$ cat src/rtl/acc_pkg.sv
// Shared constants and state layout for the converter control block.
// Assumes a single 25 MHz CPU-side clock and control bits on plain ports.
package acc_pkg;

  // ********************************************************
  // Result and conversion timing
  // ********************************************************
  localparam int unsigned RESULT_W           = 10;
  localparam logic [4:0]  CONV_CYCLES        = 5'h0d;  // 13 converter clocks
  localparam logic [4:0]  FIRST_CONV_CYCLES  = 5'h19;  // 25 converter clocks
  localparam logic [4:0]  SAMPLE_CYCLE       = 5'h01;
  localparam logic [4:0]  FIRST_SAMPLE_CYCLE = 5'h0d;
  localparam logic [4:0]  TRIAL_START        = 5'h02;
  localparam logic [4:0]  FIRST_TRIAL_START  = 5'h0e;
  localparam logic [4:0]  TRIAL_COUNT        = 5'h0a;
  localparam logic [7:0]  PRESCALE_MAX_TOP   = 8'hff;

  // ********************************************************
  // Selection encodings
  // ********************************************************
  localparam logic [2:0] TRIG_FREE_RUN   = 3'h0;  // Source 0 is free running, restarted at each conversion end
  localparam logic [4:0] CHAN_PIN_LAST   = 5'h07;
  localparam logic [4:0] CHAN_GAIN_FIRST = 5'h08;
  localparam logic [4:0] CHAN_GAIN_LAST  = 5'h0f;
  localparam logic [4:0] CHAN_BANDGAP    = 5'h1e;
  localparam logic [4:0] CHAN_GROUND     = 5'h1f;
  localparam logic [1:0] GAIN_1X         = 2'h0;
  localparam logic [1:0] GAIN_10X        = 2'h1;
  localparam logic [1:0] GAIN_200X       = 2'h2;
  localparam logic [1:0] REF_EXTERNAL    = 2'h0;
  localparam logic [1:0] REF_SUPPLY      = 2'h1;
  localparam logic [1:0] REF_INTERNAL    = 2'h3;

  // ********************************************************
  // Reset values
  // ********************************************************
  localparam logic [1:0] RST_REF  = REF_EXTERNAL;
  localparam logic [4:0] RST_CHAN = 5'h00;

  typedef struct packed {
    logic                compMeta;
    logic                compSync;
    logic [7:0]          presCnt;
    logic                goPend;
    logic                busy;
    logic                firstConv;
    logic [4:0]          cycCnt;
    logic [RESULT_W-1:0] sarCode;
    logic [RESULT_W-1:0] result;
    logic                lock;
    logic                doneFlag;
    logic                trigPrev;
    logic                irq;
    logic                convGo;
    logic [7:0]          resHi;
    logic [7:0]          resLo;
    logic [1:0]          refApplied;
    logic [4:0]          chanApplied;
    logic                gainBypass;
    logic [1:0]          gainCode;
    logic                sampleHold;
    logic                analogOn;
  } acc_state_type;

endpackage

$ cat src/rtl/acc_conversion_control.sv
// Digital control of a 10-bit successive-approximation converter.
// Assumes control bits and read strobes come from CPU logic on ref_clk;
// only the comparator output arrives from the analog side.
`timescale 1ns/1ps

module acc_conversion_control (
  input  wire logic       ref_clk,
  input  wire logic       rstn,
  input  wire logic       converterOn,
  input  wire logic       convGoSet,
  input  wire logic       autoTriggerOn,
  input  wire logic [2:0] triggerSourceSelect,
  input  wire logic [7:0] triggerSources,
  input  wire logic [2:0] prescaleSelect,
  input  wire logic [1:0] referenceSelect,
  input  wire logic [4:0] channelGainSelect,
  input  wire logic       leftJustify,
  input  wire logic       resultLowRead,
  input  wire logic       resultHighRead,
  input  wire logic       doneFlagClear,
  input  wire logic       doneIntEnable,
  input  wire logic       globalIntEnable,
  input  wire logic       compIn,
  output logic      [7:0] resultHighByte,
  output logic      [7:0] resultLowByte,
  output logic            convGoStatus,
  output logic            conversionDoneFlag,
  output logic            convIrq,
  output logic      [9:0] dacCode,
  output logic            sampleHold,
  output logic            analogOn,
  output logic      [1:0] referenceApplied,
  output logic      [4:0] channelApplied,
  output logic            gainBypass,
  output logic      [1:0] gainCode
);

  // ********************************************************
  // Reset release
  // ********************************************************
  logic rstMeta_q;
  logic rstSyncN_q;

  always_ff @(posedge ref_clk or negedge rstn) begin
    if (!rstn) begin
      rstMeta_q  <= 1'b0;
      rstSyncN_q <= 1'b0;
    end else begin
      rstMeta_q  <= 1'b1;
      rstSyncN_q <= rstMeta_q;
    end
  end

  // ********************************************************
  // State
  // ********************************************************
  acc_pkg::acc_state_type state_q;
  acc_pkg::acc_state_type state_d;

  always_comb begin
    logic       tick;
    logic       freeRun;
    logic       trigSel;
    logic       trigEdge;
    logic       lastCyc;
    logic       selUpdate;
    logic [7:0] presTop;
    logic [4:0] convLen;
    logic [4:0] trialBase;
    logic [4:0] sampleAt;
    logic [4:0] trialIdx;
    tick      = 1'b0;
    freeRun   = 1'b0;
    trigSel   = 1'b0;
    trigEdge  = 1'b0;
    lastCyc   = 1'b0;
    selUpdate = 1'b0;
    presTop   = 8'h00;
    convLen   = 5'h00;
    trialBase = 5'h00;
    sampleAt  = 5'h00;
    trialIdx  = 5'h00;

    state_d = state_q;

    // Comparator crosses from the analog side
    state_d.compMeta = compIn;
    state_d.compSync = state_q.compMeta;

    // Power of two division from 2 to 256
    presTop = acc_pkg::PRESCALE_MAX_TOP >> (3'h7 - prescaleSelect);
    tick    = (state_q.presCnt == presTop);

    // ******************************************************
    // Trigger selection
    // ******************************************************
    freeRun  = autoTriggerOn && (triggerSourceSelect == acc_pkg::TRIG_FREE_RUN);
    trigSel  = triggerSources[triggerSourceSelect];
    state_d.trigPrev = trigSel;
    // Only a rising edge counts, so a level left high starts nothing
    trigEdge = autoTriggerOn && !freeRun && trigSel && !state_q.trigPrev;

    // ******************************************************
    // Conversion length
    // ******************************************************
    convLen   = state_q.firstConv ? acc_pkg::FIRST_CONV_CYCLES : acc_pkg::CONV_CYCLES;
    trialBase = state_q.firstConv ? acc_pkg::FIRST_TRIAL_START : acc_pkg::TRIAL_START;
    sampleAt  = state_q.firstConv ? acc_pkg::FIRST_SAMPLE_CYCLE : acc_pkg::SAMPLE_CYCLE;
    lastCyc   = state_q.busy && tick && (state_q.cycCnt == convLen - 5'h01);
    trialIdx  = state_q.cycCnt - trialBase;

    state_d.sampleHold = 1'b0;

    if (!converterOn) begin
      // Whole converter held idle, prescaler in reset
      state_d.presCnt   = 8'h00;
      state_d.busy      = 1'b0;
      state_d.goPend    = 1'b0;
      state_d.firstConv = 1'b1;
      state_d.cycCnt    = 5'h00;
      state_d.sarCode   = '0;
      state_d.analogOn  = 1'b0;
    end else begin
      state_d.analogOn = 1'b1;
      state_d.presCnt  = tick ? 8'h00 : state_q.presCnt + 8'h01;

      // A write of one while already converting changes nothing
      if (convGoSet && !state_q.busy) begin
        state_d.goPend = 1'b1;
      end

      if (trigEdge && !state_q.busy && !state_q.goPend) begin
        // Restart prescaler so the trigger-to-sample delay is fixed
        state_d.presCnt = 8'h00;
        state_d.busy    = 1'b1;
        state_d.cycCnt  = 5'h00;
        state_d.sarCode = '0;
      end else if (tick) begin
        if (!state_q.busy) begin
          if (state_q.goPend) begin
            state_d.goPend  = 1'b0;
            state_d.busy    = 1'b1;
            state_d.cycCnt  = 5'h00;
            state_d.sarCode = '0;
          end
        end else begin
          state_d.cycCnt = state_q.cycCnt + 5'h01;
          if (state_q.cycCnt == sampleAt) begin
            state_d.sampleHold = 1'b1;
          end

          // Successive approximation, one decision per converter clock
          if (state_q.cycCnt >= trialBase) begin
            for (int i = 0; i < acc_pkg::RESULT_W; i++) begin
              if ((trialIdx != 5'h00) && (5'(i) == acc_pkg::TRIAL_COUNT - trialIdx) && !state_q.compSync) begin
                state_d.sarCode[i] = 1'b0;
              end
              if ((trialIdx < acc_pkg::TRIAL_COUNT) && (5'(i) == acc_pkg::TRIAL_COUNT - 5'h01 - trialIdx)) begin
                state_d.sarCode[i] = 1'b1;
              end
            end
          end

          if (lastCyc) begin
            state_d.busy      = 1'b0;
            state_d.firstConv = 1'b0;
            state_d.cycCnt    = 5'h00;
            // A locked pair keeps the older result
            if (!state_q.lock) begin
              state_d.result = state_d.sarCode;
            end
            if (freeRun) begin
              // Next conversion begins at once, go stays high
              state_d.busy    = 1'b1;
              state_d.sarCode = '0;
            end
          end
        end
      end
    end

    // ******************************************************
    // Result lock
    // ******************************************************
    if (resultLowRead) begin
      state_d.lock = 1'b1;
    end
    if (resultHighRead) begin
      state_d.lock = 1'b0;
    end

    // ******************************************************
    // Done flag, set wins over clear
    // ******************************************************
    if (doneFlagClear) begin
      state_d.doneFlag = 1'b0;
    end
    if (lastCyc) begin
      state_d.doneFlag = 1'b1;
    end
    state_d.irq    = state_d.doneFlag && doneIntEnable && globalIntEnable;
    state_d.convGo = state_d.goPend || state_d.busy;

    // ******************************************************
    // Selection applied to the analog front end
    // ******************************************************
    // Held while off so the multiplexer is not disturbed
    selUpdate = converterOn && (!state_q.busy || lastCyc);
    if (selUpdate) begin
      state_d.refApplied  = referenceSelect;
      state_d.chanApplied = channelGainSelect;
      if ((channelGainSelect <= acc_pkg::CHAN_PIN_LAST) || (channelGainSelect == acc_pkg::CHAN_BANDGAP)
          || (channelGainSelect == acc_pkg::CHAN_GROUND)) begin
        state_d.gainBypass = 1'b1;
        state_d.gainCode   = acc_pkg::GAIN_1X;
      end else if ((channelGainSelect >= acc_pkg::CHAN_GAIN_FIRST)
                   && (channelGainSelect <= acc_pkg::CHAN_GAIN_LAST)) begin
        state_d.gainBypass = 1'b0;
        case (channelGainSelect[2:1])
          2'h1: begin
            state_d.gainCode = acc_pkg::GAIN_10X;
          end
          2'h2: begin
            state_d.gainCode = acc_pkg::GAIN_200X;
          end
          default: begin
            state_d.gainCode = acc_pkg::GAIN_1X;
          end
        endcase
      end else begin
        // Remaining differential codes share the common negative input
        state_d.gainBypass = 1'b0;
        state_d.gainCode   = acc_pkg::GAIN_1X;
      end
    end

    // ******************************************************
    // Justification of the result bytes
    // ******************************************************
    if (leftJustify) begin
      state_d.resHi = state_d.result[9:2];
      state_d.resLo = {state_d.result[1:0], 6'h00};
    end else begin
      state_d.resHi = {6'h00, state_d.result[9:8]};
      state_d.resLo = state_d.result[7:0];
    end
  end

  always_ff @(posedge ref_clk or negedge rstSyncN_q) begin
    if (!rstSyncN_q) begin
      state_q             <= '0;
      state_q.firstConv   <= 1'b1;
      state_q.refApplied  <= acc_pkg::RST_REF;
      state_q.chanApplied <= acc_pkg::RST_CHAN;
      state_q.gainBypass  <= 1'b1;
    end else begin
      state_q <= state_d;
    end
  end

  // ********************************************************
  // Outputs, all straight from the state register
  // ********************************************************
  assign resultHighByte     = state_q.resHi;
  assign resultLowByte      = state_q.resLo;
  assign convGoStatus       = state_q.convGo;
  assign conversionDoneFlag = state_q.doneFlag;
  assign convIrq            = state_q.irq;
  assign dacCode            = state_q.sarCode;
  assign sampleHold         = state_q.sampleHold;
  assign analogOn           = state_q.analogOn;
  assign referenceApplied   = state_q.refApplied;
  assign channelApplied     = state_q.chanApplied;
  assign gainBypass         = state_q.gainBypass;
  assign gainCode           = state_q.gainCode;

endmodule

$ cat config.mk
export PLATFORM = sky130hd
export DESIGN_NAME = acc_conversion_control
export DESIGN_NICKNAME = d
export VERILOG_FILES = /design/src/rtl/acc_pkg.sv /design/src/rtl/acc_conversion_control.sv
export SDC_FILE = /design/constraint.sdc
export NUM_CORES = 1
export LEC_CHECK = 0
export BUFFER_PORTS_ARGS = -buffer_cell sky130_fd_sc_hd__buf_2
export CAP_MARGIN = 20
export CORE_MARGIN = 2
export CORE_UTILIZATION = 50
export DETAILED_ROUTE_END_ITERATION = 12
export HOLD_SLACK_MARGIN = 0.05
export PLACE_DENSITY = 0.79
export SLEW_MARGIN = 10
export SYNTH_ARGS = -nofsm -noshare
export SYNTH_HDL_FRONTEND = slang
export SYNTH_SLANG_ARGS = --single-unit
$ cat constraint.sdc
create_clock -name ref_clk -period 3 [get_ports ref_clk]
set_input_delay 0.3 -clock ref_clk [delete_from_list [all_inputs] [get_ports ref_clk]]
set_output_delay 0.3 -clock ref_clk [all_outputs]
set_load 0.01 [all_outputs]
==> tab_implementation.tex, run 1 <==
\begin{tabular}{lr}
\hline
Metric & Value \\
\hline
\multicolumn{2}{l}{\textbf{Run status}} \\
\quad Result of the run & finished, final reports clean \\
\multicolumn{2}{l}{\textbf{Synth}} \\
\quad Top cell types by occurrence after synthesis & sky130\_fd\_sc\_hd\_\_dfrtp\_1 (71), sky130\_fd\_sc\_hd\_\_buf\_4 (37), sky130\_fd\_sc\_hd\_\_nor2\_1 (30) \\
\quad Seq cells post-synth & 73 \\
\quad Number of flops mapped to enable cells by yosys & 0 \\
\quad Yosys warnings & 0 \\
\quad Number of standard cells after synthesis & approximately 400 \\
\quad Net count after synthesis & between 400 and 500 \\
\quad Dominant cell type by area after synthesis & sky130\_fd\_sc\_hd\_\_dfrtp\_1 \\
\quad Count of different cell masters after synthesis & 70 \\
\quad Post-synthesis instance area & 4220 um\^{}2 \\
\quad Share of synthesized area occupied by flip-flops and latches & 0.434 \\
\quad Most used flip-flop cell after synthesis & sky130\_fd\_sc\_hd\_\_dfrtp\_1 \\
\quad Synth area leaders & sky130\_fd\_sc\_hd\_\_dfrtp\_1 (42\%), sky130\_fd\_sc\_hd\_\_buf\_4 (6.6\%), sky130\_fd\_sc\_hd\_\_ha\_1 (3.6\%) \\
\quad Most used standard cell by instance count after synthesis & sky130\_fd\_sc\_hd\_\_dfrtp\_1 \\
\quad Proportion of netlist area held by the largest area contributor & 0.421 \\
\quad Synth async-reset ratio & 1.00 \\
\quad Mean post-synth cell area & about 11 um\^{}2 \\
\multicolumn{2}{l}{\textbf{Clock tree}} \\
\quad Number of clock sinks & between 70 and 80 \\
\quad Cell at the root of the clock tree & sky130\_fd\_sc\_hd\_\_clkbuf\_8 \\
\quad Register clock-pin slew on the reported worst setup and hold paths & 0.09 ns \\
\quad CTS tree & yes \\
\quad H-Tree Depth & 3 \\
\quad Number of buffers created by CTS & 9 \\
\quad Insertion delay to the later sink of the worst-skew pair & between 0.3 and 0.4 ns \\
\quad Maximum clock insertion buffer count & 2 \\
\multicolumn{2}{l}{\textbf{Pwr}} \\
\quad Power per Cell Area & around 400 nW/um\^{}2 \\
\quad Worst ir drop on vdd & a little over 200 uV \\
\quad Leak pwr & between 2 and 2.5 nW \\
\quad Post-layout total power & 0.00195 W \\
\multicolumn{2}{l}{\textbf{Floorplan}} \\
\quad Total core area & $\sim$8000 um\^{}2 \\
\quad DIE HEIGHT & between 90 and 100 um \\
\quad Boundary Pins & 74 \\
\quad \# rows & 33 \\
\quad Die Width & 95.9 um \\
\quad Initial core utilization & 0.513 \\
\quad Die area & 9190 um\^{}2 \\
\multicolumn{2}{l}{\textbf{Detailed routing}} \\
\quad Average wire per cell in the routed design & around 17 um \\
\quad Final wirelength & slightly above 9000 um \\
\quad Vias per cell & $\sim$5.8 \\
\quad Routed via count & $\sim$3300 \\
\quad Final antenna-violating net count & 0 \\
\quad TritonRoute pass-1 iters & 5 \\
\quad Detailed router's first-iteration violation count & 295 \\
\quad Number of remaining DRC errors & 0 \\
\multicolumn{2}{l}{\textbf{Layout}} \\
\quad Multi-input gate area & about 2100 um\^{}2 \\
\quad Layout cells sized above 1 & 0.339 \\
\quad Util after Layout & 0.590 \\
\quad Area Growth Syn to Fin & 14.9\% \\
\quad Inserted Diodes & 0 \\
\quad FILL cells & 670 \\
\quad Net total in the final layout & 495 \\
\quad Total area of sequential cells & about 1800 um\^{}2 \\
\multicolumn{2}{l}{\textbf{Placed design}} \\
\quad Final weighted congestion in routability-driven placement & just under 0.9 \\
\quad Count of input and output buffers & 73 \\
\quad HPWL after detailed placement & roughly 6600 um \\
\multicolumn{2}{l}{\textbf{Timing}} \\
\quad Final period demand of the worst path & around 2.9 ns \\
\quad Achievable clock frequency & between 300 and 400 MHz \\
\quad Slew at the pin with the worst max-slew slack & between 0.6 and 0.7 ns \\
\quad Setup repair after global routing missed its margin & no \\
\quad Max-slew headroom & 0.533 \\
\quad Layout Skew & 0.0131 ns \\
\quad Number of pins exceeding their max-slew limit in the final report & 0 \\
\quad Total setup violations reported at the end of the flow & 0 \\
\quad Portion of the clock cycle consumed by the worst path in the final layout & 0.959 \\
\quad Final Hold Viols & 0 \\
\quad Fin Setup TNS & 0 ns \\
\multicolumn{2}{l}{\textbf{Critical path}} \\
\quad R2R setup slack & roughly 0.12 ns \\
\quad FF-to-FF path depth & 10 \\
\quad Crit path required time & 3.21 ns \\
\quad Startpoint class of the critical path & register \\
\quad CP max FO & 6 \\
\quad Data arrival time of the worst path & a little over 3 ns \\
\quad Category of the worst setup path capture point & register \\
\quad Crit Path Class & register to register \\
\multicolumn{2}{l}{\textbf{Global route}} \\
\quad Pin count of the biggest net entering global routing & 47 \\
\quad Antenna violations before repair & 0 \\
\quad Vias in the first global route & a little under 3000 \\
\quad Wire length of the first global-routing pass & roughly 14000 um \\
\quad Total routing usage reported by global routing & 0.203 \\
\quad Gr ovfl total & 0 \\
\multicolumn{2}{l}{\textbf{Min path}} \\
\quad Number of instances on the worst hold path & 2 \\
\quad Worst min-delay path class & input port to register \\
\multicolumn{2}{l}{\textbf{Job}} \\
\quad Maximum capacitance violations & 0 \\
\hline
\end{tabular}
-- worst paths after layout --
check,from,endpoint
worst max-delay path,state_q[58]$_DFFE_PN1P_,resultHighByte[1]$_DFF_PN0_
worst min-delay path,resultHighRead,state_q[32]$_DFFE_PN0P_
worst max register to register,state_q[58]$_DFFE_PN1P_,resultHighByte[1]$_DFF_PN0_
worst min register to register,rstSyncN_q$_DFF_PN0_,convIrq$_DFF_PN0_
max in group asynchronous,rstSyncN_q$_DFF_PN0_,resultHighByte[6]$_DFF_PN0_
min in group asynchronous,rstn,rstSyncN_q$_DFF_PN0_
-- per-layer routing --
layer	part of all wire	GRT usage	vias to the layer above	wire length (um)
met3	0.055	0.0266	24	509
met5	0	0	-	0
met2	0.48	0.320	125	4460
met1	0.43	0.277	1575	4010
met4	0.030	0.0964	0	278
li1	-	-	1530	-
-- area by class of cell --
cell class,instances,area share
Multi-Input combinational cell,247,0.429
Sequential cell,73,0.378
Timing Repair Buffer,94,0.109
Tap cell,105,0.0271
Clock buffer,9,0.0255
Inverter,24,0.0186
Clock inverter,7,0.0126
-- registers in the layout (all words and copies together) (netlist names), 2 cells and up --
signal	cells
dacCode	10
gainCode	2
resultHighByte	8
state_q	29
channelApplied	5
resultLowByte	8
referenceApplied	2
-- cells by family after synthesis --
family / Yosys count / synth area share
AO/OA/AOI/OAI: 89 / 0.192
XOR/XNOR: 14 / 0.0291
adder cells (fa/ha/maj): 13 / 0.0403
buffers and inverters: 74 / 0.104
flip-flops: 73 / 0.434
multiplexers: 14 / 0.0516
other: 1 / 0.000889
AND/OR/NAND/NOR: 116 / 0.148
-- worst max-delay path: stages, from the launching register on --
cell and delay (ns):
sky130_fd_sc_hd__dfstp_2 0.57, sky130_fd_sc_hd__inv_1 0.11, sky130_fd_sc_hd__ha_4 0.32, sky130_fd_sc_hd__ha_1 0.16, sky130_fd_sc_hd__and3b_1 0.22, sky130_fd_sc_hd__a2111oi_4 0.07
sky130_fd_sc_hd__a2111oi_2 0.34, sky130_fd_sc_hd__buf_4 0.20, sky130_fd_sc_hd__a41oi_1 0.17, sky130_fd_sc_hd__a311oi_2 0.42, sky130_fd_sc_hd__o22ai_1 0.14
-- timing repair --
action                                  CTS  global route
hold buffers                              2             0
setup buffers                             0             4
endpoints found under the hold margin     3             0
endpoints found under the setup margin   10            26
gates resized for setup                   5            13
pin swaps                                 1             5
-- power by group --
part	internal, W	leakage, nW	switching [W]	total [W]
registers	0.00101	0.973	0.0000216	0.00104
logic	0.0000904	1.15	0.000101	0.000191
clock network	0.000314	0.0884	0.000412	0.000726
total	0.00142	2.21	0.000534	0.00195
-- cells in the final DEF (no fill, tap or decap), drive strengths merged, types with 10 or more instances in the layout --
cell type / synthesis / layout
buf: 44 / 92
dfrtp: 71 / 71
nor2: 32 / 32
inv: 24 / 27
o21ai: 16 / 16
nand2: 15 / 15
nand4: 14 / 14
nor3: 13 / 13
mux2: 12 / 12
ha: 12 / 12
nand3: 10 / 10
-- through the flow --
stage	area, um^2	setup WS, ns	cells	hold WS [ns]
final	4850	0.124	559	0.0844
after global routing	4850	0.0101	559	0.0866
after CTS	4720	0.00978	555	0.0728
after detailed placement	4490	-0.0601	537	0.0862
after global placement	4490	0.0346	537	0.0857
after floorplan	4230	0.0766	394	0.00441
Power figures use the tool's default switching activity.
==> inputs of run 2 (changes only) <==
Settings changed: ABC_AREA set to 1.
==> tab_implementation.tex, run 2 <==
\begin{tabular}{lr}
\hline
Metric & Value \\
\hline
\multicolumn{2}{l}{\textbf{Run status}} \\
\quad Result of the run & finished, final reports clean \\
\multicolumn{2}{l}{\textbf{Detailed routing}} \\
\quad Detailed router's first-iteration violation count & roughly 240 \\
\quad Vias per cell & 5.08 \\
\quad Average wire per cell in the routed design & $\sim$13 um \\
\quad Number of remaining DRC errors & 0 \\
\quad TritonRoute pass-1 iters & 7 \\
\quad Final wirelength & 8890 um \\
\quad Final antenna-violating net count & 0 \\
\quad Routed via count & between 3000 and 4000 \\
\multicolumn{2}{l}{\textbf{Synth}} \\
\quad Proportion of netlist area held by the largest area contributor & 0.423 \\
\quad Parity-gate share of the synthesized area counting xor and xnor cells & 0.0208 \\
\quad Mean post-synth cell area & between 7 and 8 um\^{}2 \\
\quad Number of standard cells after synthesis & around 540 \\
\quad Post-synthesis instance area & roughly 4200 um\^{}2 \\
\quad Synth async-reset ratio & 1.00 \\
\quad Top cell types by occurrence after synthesis & sky130\_fd\_sc\_hd\_\_nand2\_1 (164), sky130\_fd\_sc\_hd\_\_dfrtp\_1 (71), sky130\_fd\_sc\_hd\_\_inv\_1 (68) \\
\quad Share of synthesized area occupied by flip-flops and latches & 0.435 \\
\quad Most used flip-flop cell after synthesis & sky130\_fd\_sc\_hd\_\_dfrtp\_1 \\
\quad Seq cells post-synth & 73 \\
\quad Dominant cell type by area after synthesis & sky130\_fd\_sc\_hd\_\_dfrtp\_1 \\
\quad Number of flops mapped to enable cells by yosys & 0 \\
\quad Adder and majority gate portion of the synthesized area & 0.0405 \\
\quad Most used standard cell by instance count after synthesis & sky130\_fd\_sc\_hd\_\_nand2\_1 \\
\quad Main combinational cell family by area after synthesis & simple AND/OR/NAND/NOR gates \\
\quad Synth area leaders & sky130\_fd\_sc\_hd\_\_dfrtp\_1 (42\%), sky130\_fd\_sc\_hd\_\_nand2\_1 (15\%), sky130\_fd\_sc\_hd\_\_buf\_4 (6.3\%) \\
\quad Simple-gate area share of the yosys netlist & 0.324 \\
\quad Compound-Gate Fraction of Synth Area & 0.0408 \\
\quad Count of different cell masters after synthesis & 36 \\
\quad Proportion of synthesized area in mux cells & 0 \\
\quad Net count after synthesis & a little under 600 \\
\quad Yosys warnings & 0 \\
\multicolumn{2}{l}{\textbf{Timing}} \\
\quad Final Hold Viols & 0 \\
\quad Achievable clock frequency & around 380 MHz \\
\quad Total setup violations reported at the end of the flow & 0 \\
\quad Max-slew headroom & 0.617 \\
\quad Portion of the clock cycle consumed by the worst path in the final layout & 0.887 \\
\quad Fin Setup TNS & 0 ns \\
\quad Slew at the pin with the worst max-slew slack & between 0.5 and 0.6 ns \\
\quad Setup repair after global routing missed its margin & no \\
\quad Layout Skew & 0.00994 ns \\
\quad Number of pins exceeding their max-slew limit in the final report & 0 \\
\quad Final period demand of the worst path & between 2 and 3 ns \\
\multicolumn{2}{l}{\textbf{Placed design}} \\
\quad Final weighted congestion in routability-driven placement & roughly 0.91 \\
\quad Count of input and output buffers & 73 \\
\quad Placed instance count & just under 700 \\
\quad HPWL after detailed placement & around 6500 um \\
\multicolumn{2}{l}{\textbf{Global route}} \\
\quad Gr ovfl total & 0 \\
\quad Pin count of the biggest net entering global routing & 33 \\
\quad Antenna violations before repair & 0 \\
\quad Wire length of the first global-routing pass & about 15000 um \\
\quad Total routing usage reported by global routing & 0.211 \\
\quad Vias in the first global route & between 3000 and 4000 \\
\multicolumn{2}{l}{\textbf{Floorplan}} \\
\quad Initial core utilization & 0.514 \\
\quad Die Width & 95.7 um \\
\quad DIE HEIGHT & roughly 96 um \\
\quad Boundary Pins & between 70 and 80 \\
\quad Die area & 9150 um\^{}2 \\
\quad \# rows & 33 \\
\quad Total core area & 8180 um\^{}2 \\
\multicolumn{2}{l}{\textbf{Layout}} \\
\quad FILL cells & around 760 \\
\quad Total area of sequential cells & between 1500 and 2000 um\^{}2 \\
\quad Largest reg by FF count & state\_q \\
\quad Inserted Diodes & 0 \\
\quad Final standard cell count with taps included and fillers excluded & between 600 and 700 \\
\quad Net total in the final layout & 629 \\
\quad Most frequent standard cell in the layout excluding fill and tap cells & sky130\_fd\_sc\_hd\_\_nand2\_1 \\
\quad Layout cells sized above 1 & 0.199 \\
\quad Largest register FFs & 29 \\
\quad Multi-input gate area & about 1800 um\^{}2 \\
\quad Area Growth Syn to Fin & 10.6\% \\
\quad Highest-count cells in the layout ignoring fill and taps & sky130\_fd\_sc\_hd\_\_nand2\_1 (164), sky130\_fd\_sc\_hd\_\_buf\_2 (73), sky130\_fd\_sc\_hd\_\_dfrtp\_1 (69) \\
\multicolumn{2}{l}{\textbf{Critical path}} \\
\quad R2R setup slack & around 0.34 ns \\
\quad Data arrival time of the worst path & just under 3 ns \\
\quad CP max FO & 11 \\
\quad Crit path required time & roughly 3.3 ns \\
\quad Crit Path Class & register to register \\
\quad Startpoint class of the critical path & register \\
\quad Category of the worst setup path capture point & register \\
\multicolumn{2}{l}{\textbf{Clock tree}} \\
\quad Cell at the root of the clock tree & sky130\_fd\_sc\_hd\_\_clkbuf\_8 \\
\quad Insertion delay to the later sink of the worst-skew pair & 0.36 ns \\
\quad H-Tree Depth & 3 \\
\quad Number of clock sinks & between 70 and 80 \\
\quad Register clock-pin slew on the reported worst setup and hold paths & about 0.090 ns \\
\quad Maximum clock insertion buffer count & 2 \\
\quad Setup Fix Bufs, Post-CTS & 0 \\
\quad CTS tree & yes \\
\quad Number of buffers created by CTS & 9 \\
\multicolumn{2}{l}{\textbf{Pwr}} \\
\quad Leak pwr & 2.50 nW \\
\quad Worst ir drop on vdd & about 240 uV \\
\quad Power per Cell Area & between 400 and 500 nW/um\^{}2 \\
\quad Post-layout total power & between 0.002 and 0.0025 W \\
\multicolumn{2}{l}{\textbf{Job}} \\
\quad Maximum capacitance violations & 0 \\
\multicolumn{2}{l}{\textbf{Min path}} \\
\quad Worst min-delay path class & input port to register \\
\hline
\end{tabular}
run 2: changes by cell type in the layout (fill, tap and decap cells not counted), sizes merged, moves of 8 or more:
| cell | previous run | this run |
|---|---|---|
| a32oi | 8 | 0 |
| buf | 92 | 75 |
| inv | 27 | 71 |
| mux2 | 12 | 0 |
| nand2 | 15 | 170 |
| nand3 | 10 | 41 |
| nor2 | 32 | 50 |
| o2bb2ai | 9 | 0 |
run 2: logic make-up after synthesis:
group / count (synthesis)
adder cells (fa/ha/maj): 13
AND/OR/NAND/NOR: 302
other: 1
XOR/XNOR: 10
AO/OA/AOI/OAI: 26
buffers and inverters: 112
flip-flops: 73
run 2: area by class of cell:
| cell class | count | area share |
|---|---|---|
| Tap cell | 105 | 0.0283 |
| Clock inverter | 7 | 0.0221 |
| Multi-Input combinational cell | 352 | 0.386 |
| Clock buffer | 9 | 0.0266 |
| Timing Repair Buffer | 77 | 0.0861 |
| Sequential cell | 73 | 0.394 |
| Inverter | 70 | 0.0565 |
run 2: routing by layer:
metal  global-route usage  vias to the layer above  wire length [um]
met5                    0                        -                 0
met4               0.0893                        0               238
met3               0.0490                       29               597
met2                0.341                      129              4250
met1                0.272                     1620              3800
li1                     -                     1743                 -
run 2: worst paths after layout:
kind                                          from                           to  cells after the start
setup / recovery           state_q[54]$_DFFE_PN0P_  resultHighByte[4]$_DFF_PN0_                     13
hold / removal                      resultHighRead      state_q[32]$_DFFE_PN0P_                      2
setup reg to reg           state_q[54]$_DFFE_PN0P_  resultHighByte[4]$_DFF_PN0_                     13
hold reg to reg               rstSyncN_q$_DFF_PN0_      state_q[32]$_DFFE_PN0P_                      0
max in group asynchronous     rstSyncN_q$_DFF_PN0_        state_q[34]$_DFF_PN0_                      1
min in group asynchronous                     rstn          rstMeta_q$_DFF_PN0_                      2
run 2: worst max-delay path, cell delays in order, from the launching register on:
cell	delay, ns
sky130_fd_sc_hd__dfrtp_2	0.49
sky130_fd_sc_hd__inv_1	0.16
sky130_fd_sc_hd__fa_1	0.48
sky130_fd_sc_hd__inv_1	0.07
sky130_fd_sc_hd__nand2_1	0.11
sky130_fd_sc_hd__nand2_1	0.21
sky130_fd_sc_hd__inv_1	0.08
sky130_fd_sc_hd__nand3_1	0.07
sky130_fd_sc_hd__nand2_1	0.07
sky130_fd_sc_hd__nor2_2	0.31
sky130_fd_sc_hd__nand4_1	0.19
sky130_fd_sc_hd__nand3_1	0.15
sky130_fd_sc_hd__nand2_1	0.08
sky130_fd_sc_hd__nor2_1	0.13
run 2: power breakdown:
| group | internal, W | switching [W] | leakage (nW) |
|---|---|---|---|
| Sequential | 0.00102 | 0.0000285 | 0.881 |
| Clock | 0.000478 | 0.000397 | 0.116 |
| Combinational | 0.0000733 | 0.000122 | 1.50 |
| Total | 0.00157 | 0.000548 | 2.50 |
run 2: per-stage QoR:
stage / area, um^2 / setup slack [ns] / hold slack [ns] / utilization
after global routing: 4650 / 0.106 / 0.0832 / 0.569
final: 4650 / 0.338 / 0.0835 / 0.569
after detailed placement: 4400 / 0.290 / 0.0886 / 0.538
after floorplan: 4200 / 0.679 / 0.00441 / -
after global placement: 4400 / 0.409 / 0.0854 / 0.538
after CTS: 4650 / 0.258 / 0.0775 / 0.568
run 2: timing repair:
action	in CTS	in global routing
hold endpoints to repair	3	0
hold buffers	2	0
resized for setup	0	1
setup endpoints to repair	0	8
==> inputs of run 3 (changes only) <==
Settings changed: CELL_PAD_IN_SITES_DETAIL_PLACEMENT set to 1, CELL_PAD_IN_SITES_GLOBAL_PLACEMENT set to 1, CORE_UTILIZATION 50 to 41, PLACE_DENSITY 0.79 to 0.86.
==> tab_implementation.tex, run 3 (same netlist as run 2, synthesis figures left out) <==
\begin{tabular}{lr}
\hline
Metric & Value \\
\hline
\multicolumn{2}{l}{\textbf{Run status}} \\
\quad Result of the run & finished, final reports clean \\
\multicolumn{2}{l}{\textbf{Layout}} \\
\quad Largest register FFs & 29 \\
\quad Layout cells sized above 1 & 0.197 \\
\quad Most frequent standard cell in the layout excluding fill and tap cells & sky130\_fd\_sc\_hd\_\_nand2\_1 \\
\quad Net total in the final layout & between 600 and 700 \\
\quad Area Growth Syn to Fin & 10.8\% \\
\quad Inserted Diodes & 0 \\
\quad Largest reg by FF count & state\_q \\
\quad Highest-count cells in the layout ignoring fill and taps & sky130\_fd\_sc\_hd\_\_nand2\_1 (164), sky130\_fd\_sc\_hd\_\_buf\_2 (73), sky130\_fd\_sc\_hd\_\_dfrtp\_1 (70) \\
\quad Util after Layout & 0.472 \\
\quad FILL cells & $\sim$1200 \\
\quad Final standard cell count with taps included and fillers excluded & approximately 700 \\
\multicolumn{2}{l}{\textbf{Floorplan}} \\
\quad Total core area & 9860 um\^{}2 \\
\quad Die area & between 10000 and 15000 um\^{}2 \\
\quad \# rows & 36 \\
\quad DIE HEIGHT & $\sim$110 um \\
\quad Initial core utilization & 0.426 \\
\quad Die Width & between 100 and 150 um \\
\quad Boundary Pins & 74 \\
\multicolumn{2}{l}{\textbf{Global route}} \\
\quad Total routing usage reported by global routing & 0.209 \\
\quad Vias in the first global route & a little under 4000 \\
\quad Wire length of the first global-routing pass & 18600 um \\
\quad Layer with the highest usage & met2 \\
\quad Pin count of the biggest net entering global routing & 34 \\
\quad Met2 usage in global routing & 0.358 \\
\quad GR met1 Demand/Resource & 0.258 \\
\quad Global-route track usage on met3 & 0.0519 \\
\quad Antenna violations before repair & 0 \\
\quad Gr ovfl total & 0 \\
\multicolumn{2}{l}{\textbf{Detailed routing}} \\
\quad Detailed router's first-iteration violation count & 100 \\
\quad Vias per cell & about 5.0 \\
\quad Final antenna-violating net count & 0 \\
\quad Average wire per cell in the routed design & 14.8 um \\
\quad Routed via count & about 3600 \\
\quad TritonRoute pass-1 iters & 4 \\
\quad Final wirelength & approximately 11000 um \\
\quad Number of remaining DRC errors & 0 \\
\multicolumn{2}{l}{\textbf{Clock tree}} \\
\quad CTS tree & yes \\
\quad Number of buffers created by CTS & 9 \\
\quad Cell at the root of the clock tree & sky130\_fd\_sc\_hd\_\_clkbuf\_8 \\
\quad Register clock-pin slew on the reported worst setup and hold paths & $\sim$0.08 ns \\
\quad Insertion delay to the later sink of the worst-skew pair & approximately 0.35 ns \\
\quad Setup Fix Bufs, Post-CTS & 0 \\
\quad H-Tree Depth & 3 \\
\quad Number of clock sinks & 73 \\
\quad Maximum clock insertion buffer count & 2 \\
\multicolumn{2}{l}{\textbf{Timing}} \\
\quad Slew at the pin with the worst max-slew slack & roughly 0.76 ns \\
\quad Total setup violations reported at the end of the flow & 0 \\
\quad Portion of the clock cycle consumed by the worst path in the final layout & 0.876 \\
\quad Max-slew headroom & 0.492 \\
\quad Final period demand of the worst path & roughly 2.6 ns \\
\quad Setup repair after global routing missed its margin & no \\
\quad Final Hold Viols & 0 \\
\quad Fin Setup TNS & 0 ns \\
\quad Number of pins exceeding their max-slew limit in the final report & 0 \\
\quad Layout Skew & roughly 0.011 ns \\
\quad Achievable clock frequency & roughly 380 MHz \\
\multicolumn{2}{l}{\textbf{Critical path}} \\
\quad Dominant delay contributor by cell family on the critical path & simple AND/OR/NAND/NOR gates \\
\quad Startpoint class of the critical path & register \\
\quad Most used cell, CP & sky130\_fd\_sc\_hd\_\_nand2\_1 \\
\quad Crit Path Class & register to register \\
\quad Category of the worst setup path capture point & register \\
\quad Critical Path Slowest Stage Cell & sky130\_fd\_sc\_hd\_\_dfstp\_2 \\
\quad Cells traversed along the worst timing path & inv\_1 > ha\_1 > nand2\_1 > nand2\_1 > inv\_1 > nand3\_1 > nand2\_1 > nor2\_2 > nand4\_1 > nand3\_1 > nand2\_1 > nor2\_1 \\
\quad Crit path required time & approximately 3.3 ns \\
\quad Data arrival time of the worst path & between 2 and 3 ns \\
\quad Combined buffer and inverter count along the critical path & 2 \\
\quad Peak per-stage delay on the critical path & $\sim$0.56 ns \\
\quad CP max FO & 10 \\
\multicolumn{2}{l}{\textbf{Pwr}} \\
\quad Power per Cell Area & around 430 nW/um\^{}2 \\
\quad Leak pwr & 2.49 nW \\
\quad Post-layout total power & 0.00202 W \\
\quad Worst ir drop on vdd & 241 uV \\
\multicolumn{2}{l}{\textbf{Placed design}} \\
\quad HPWL after detailed placement & between 8000 and 9000 um \\
\quad Final weighted congestion in routability-driven placement & approximately 0.9 \\
\quad Count of input and output buffers & between 70 and 80 \\
\quad Placed instance count & just over 700 \\
\multicolumn{2}{l}{\textbf{Min path}} \\
\quad Worst min-delay path class & input port to register \\
\multicolumn{2}{l}{\textbf{Job}} \\
\quad Maximum capacitance violations & 0 \\
\hline
\end{tabular}
[run 3: worst paths after layout]
path / start / endpoint / slack, ns / cells past startpoint
worst min-delay path: resultHighRead / state_q[32]$_DFFE_PN0P_ / 0.10 / 2
max in group asynchronous: rstSyncN_q$_DFF_PN0_ / gainBypass$_DFFE_PN1P_ / 1.81 / 1
worst min register to register: rstSyncN_q$_DFF_PN0_ / convGoStatus$_DFF_PN0_ / 0.35 / 0
worst max register to register: state_q[58]$_DFFE_PN1P_ / resultHighByte[7]$_DFF_PN0_ / 0.37 / 12
min in group asynchronous: rstn / rstMeta_q$_DFF_PN0_ / 0.26 / 2
worst max-delay path: state_q[58]$_DFFE_PN1P_ / resultHighByte[7]$_DFF_PN0_ / 0.37 / 12
[run 3: stage by stage]
step / hold WS, ns / cell area [um^2] / setup WS, ns
detailed placement: 0.0883 / 4440 / 0.427
global route: 0.0850 / 4660 / 0.0908
floorplan: 0.00441 / 4200 / 0.679
global placement: 0.0858 / 4440 / 0.504
finish: 0.101 / 4660 / 0.372
CTS: 0.0832 / 4660 / 0.377
[run 3: repair_timing]
item / 4_1_cts / 5_1_grt
endpoints found under the hold margin: 3 / 0
gates resized for setup: 0 / 0
hold buffers: 2 / 0
[run 3: final cells by class]
cell class                 instances  area (um^2)  area share
clock inverter                     5         56.3      0.0121
multi-input combinational        352         1800       0.386
sequential                        73         1830       0.393
tap                              133          166      0.0357
timing repair buffer              78          408      0.0876
clock buffer                      10          138      0.0296
inverter                          70          263      0.0564
[run 3: where the power goes]
| group | internal (W) | switching [W] |
|---|---|---|
| combinational | 0.0000734 | 0.000126 |
| clock | 0.000401 | 0.000371 |
| sequential | 0.00102 | 0.0000308 |
[run 3: layer usage]
layer  part of all wire  vias up
met5                  0        -
met4              0.014        0
met3              0.048       12
met2               0.50       63
met1               0.44     1753
li1                   -     1755
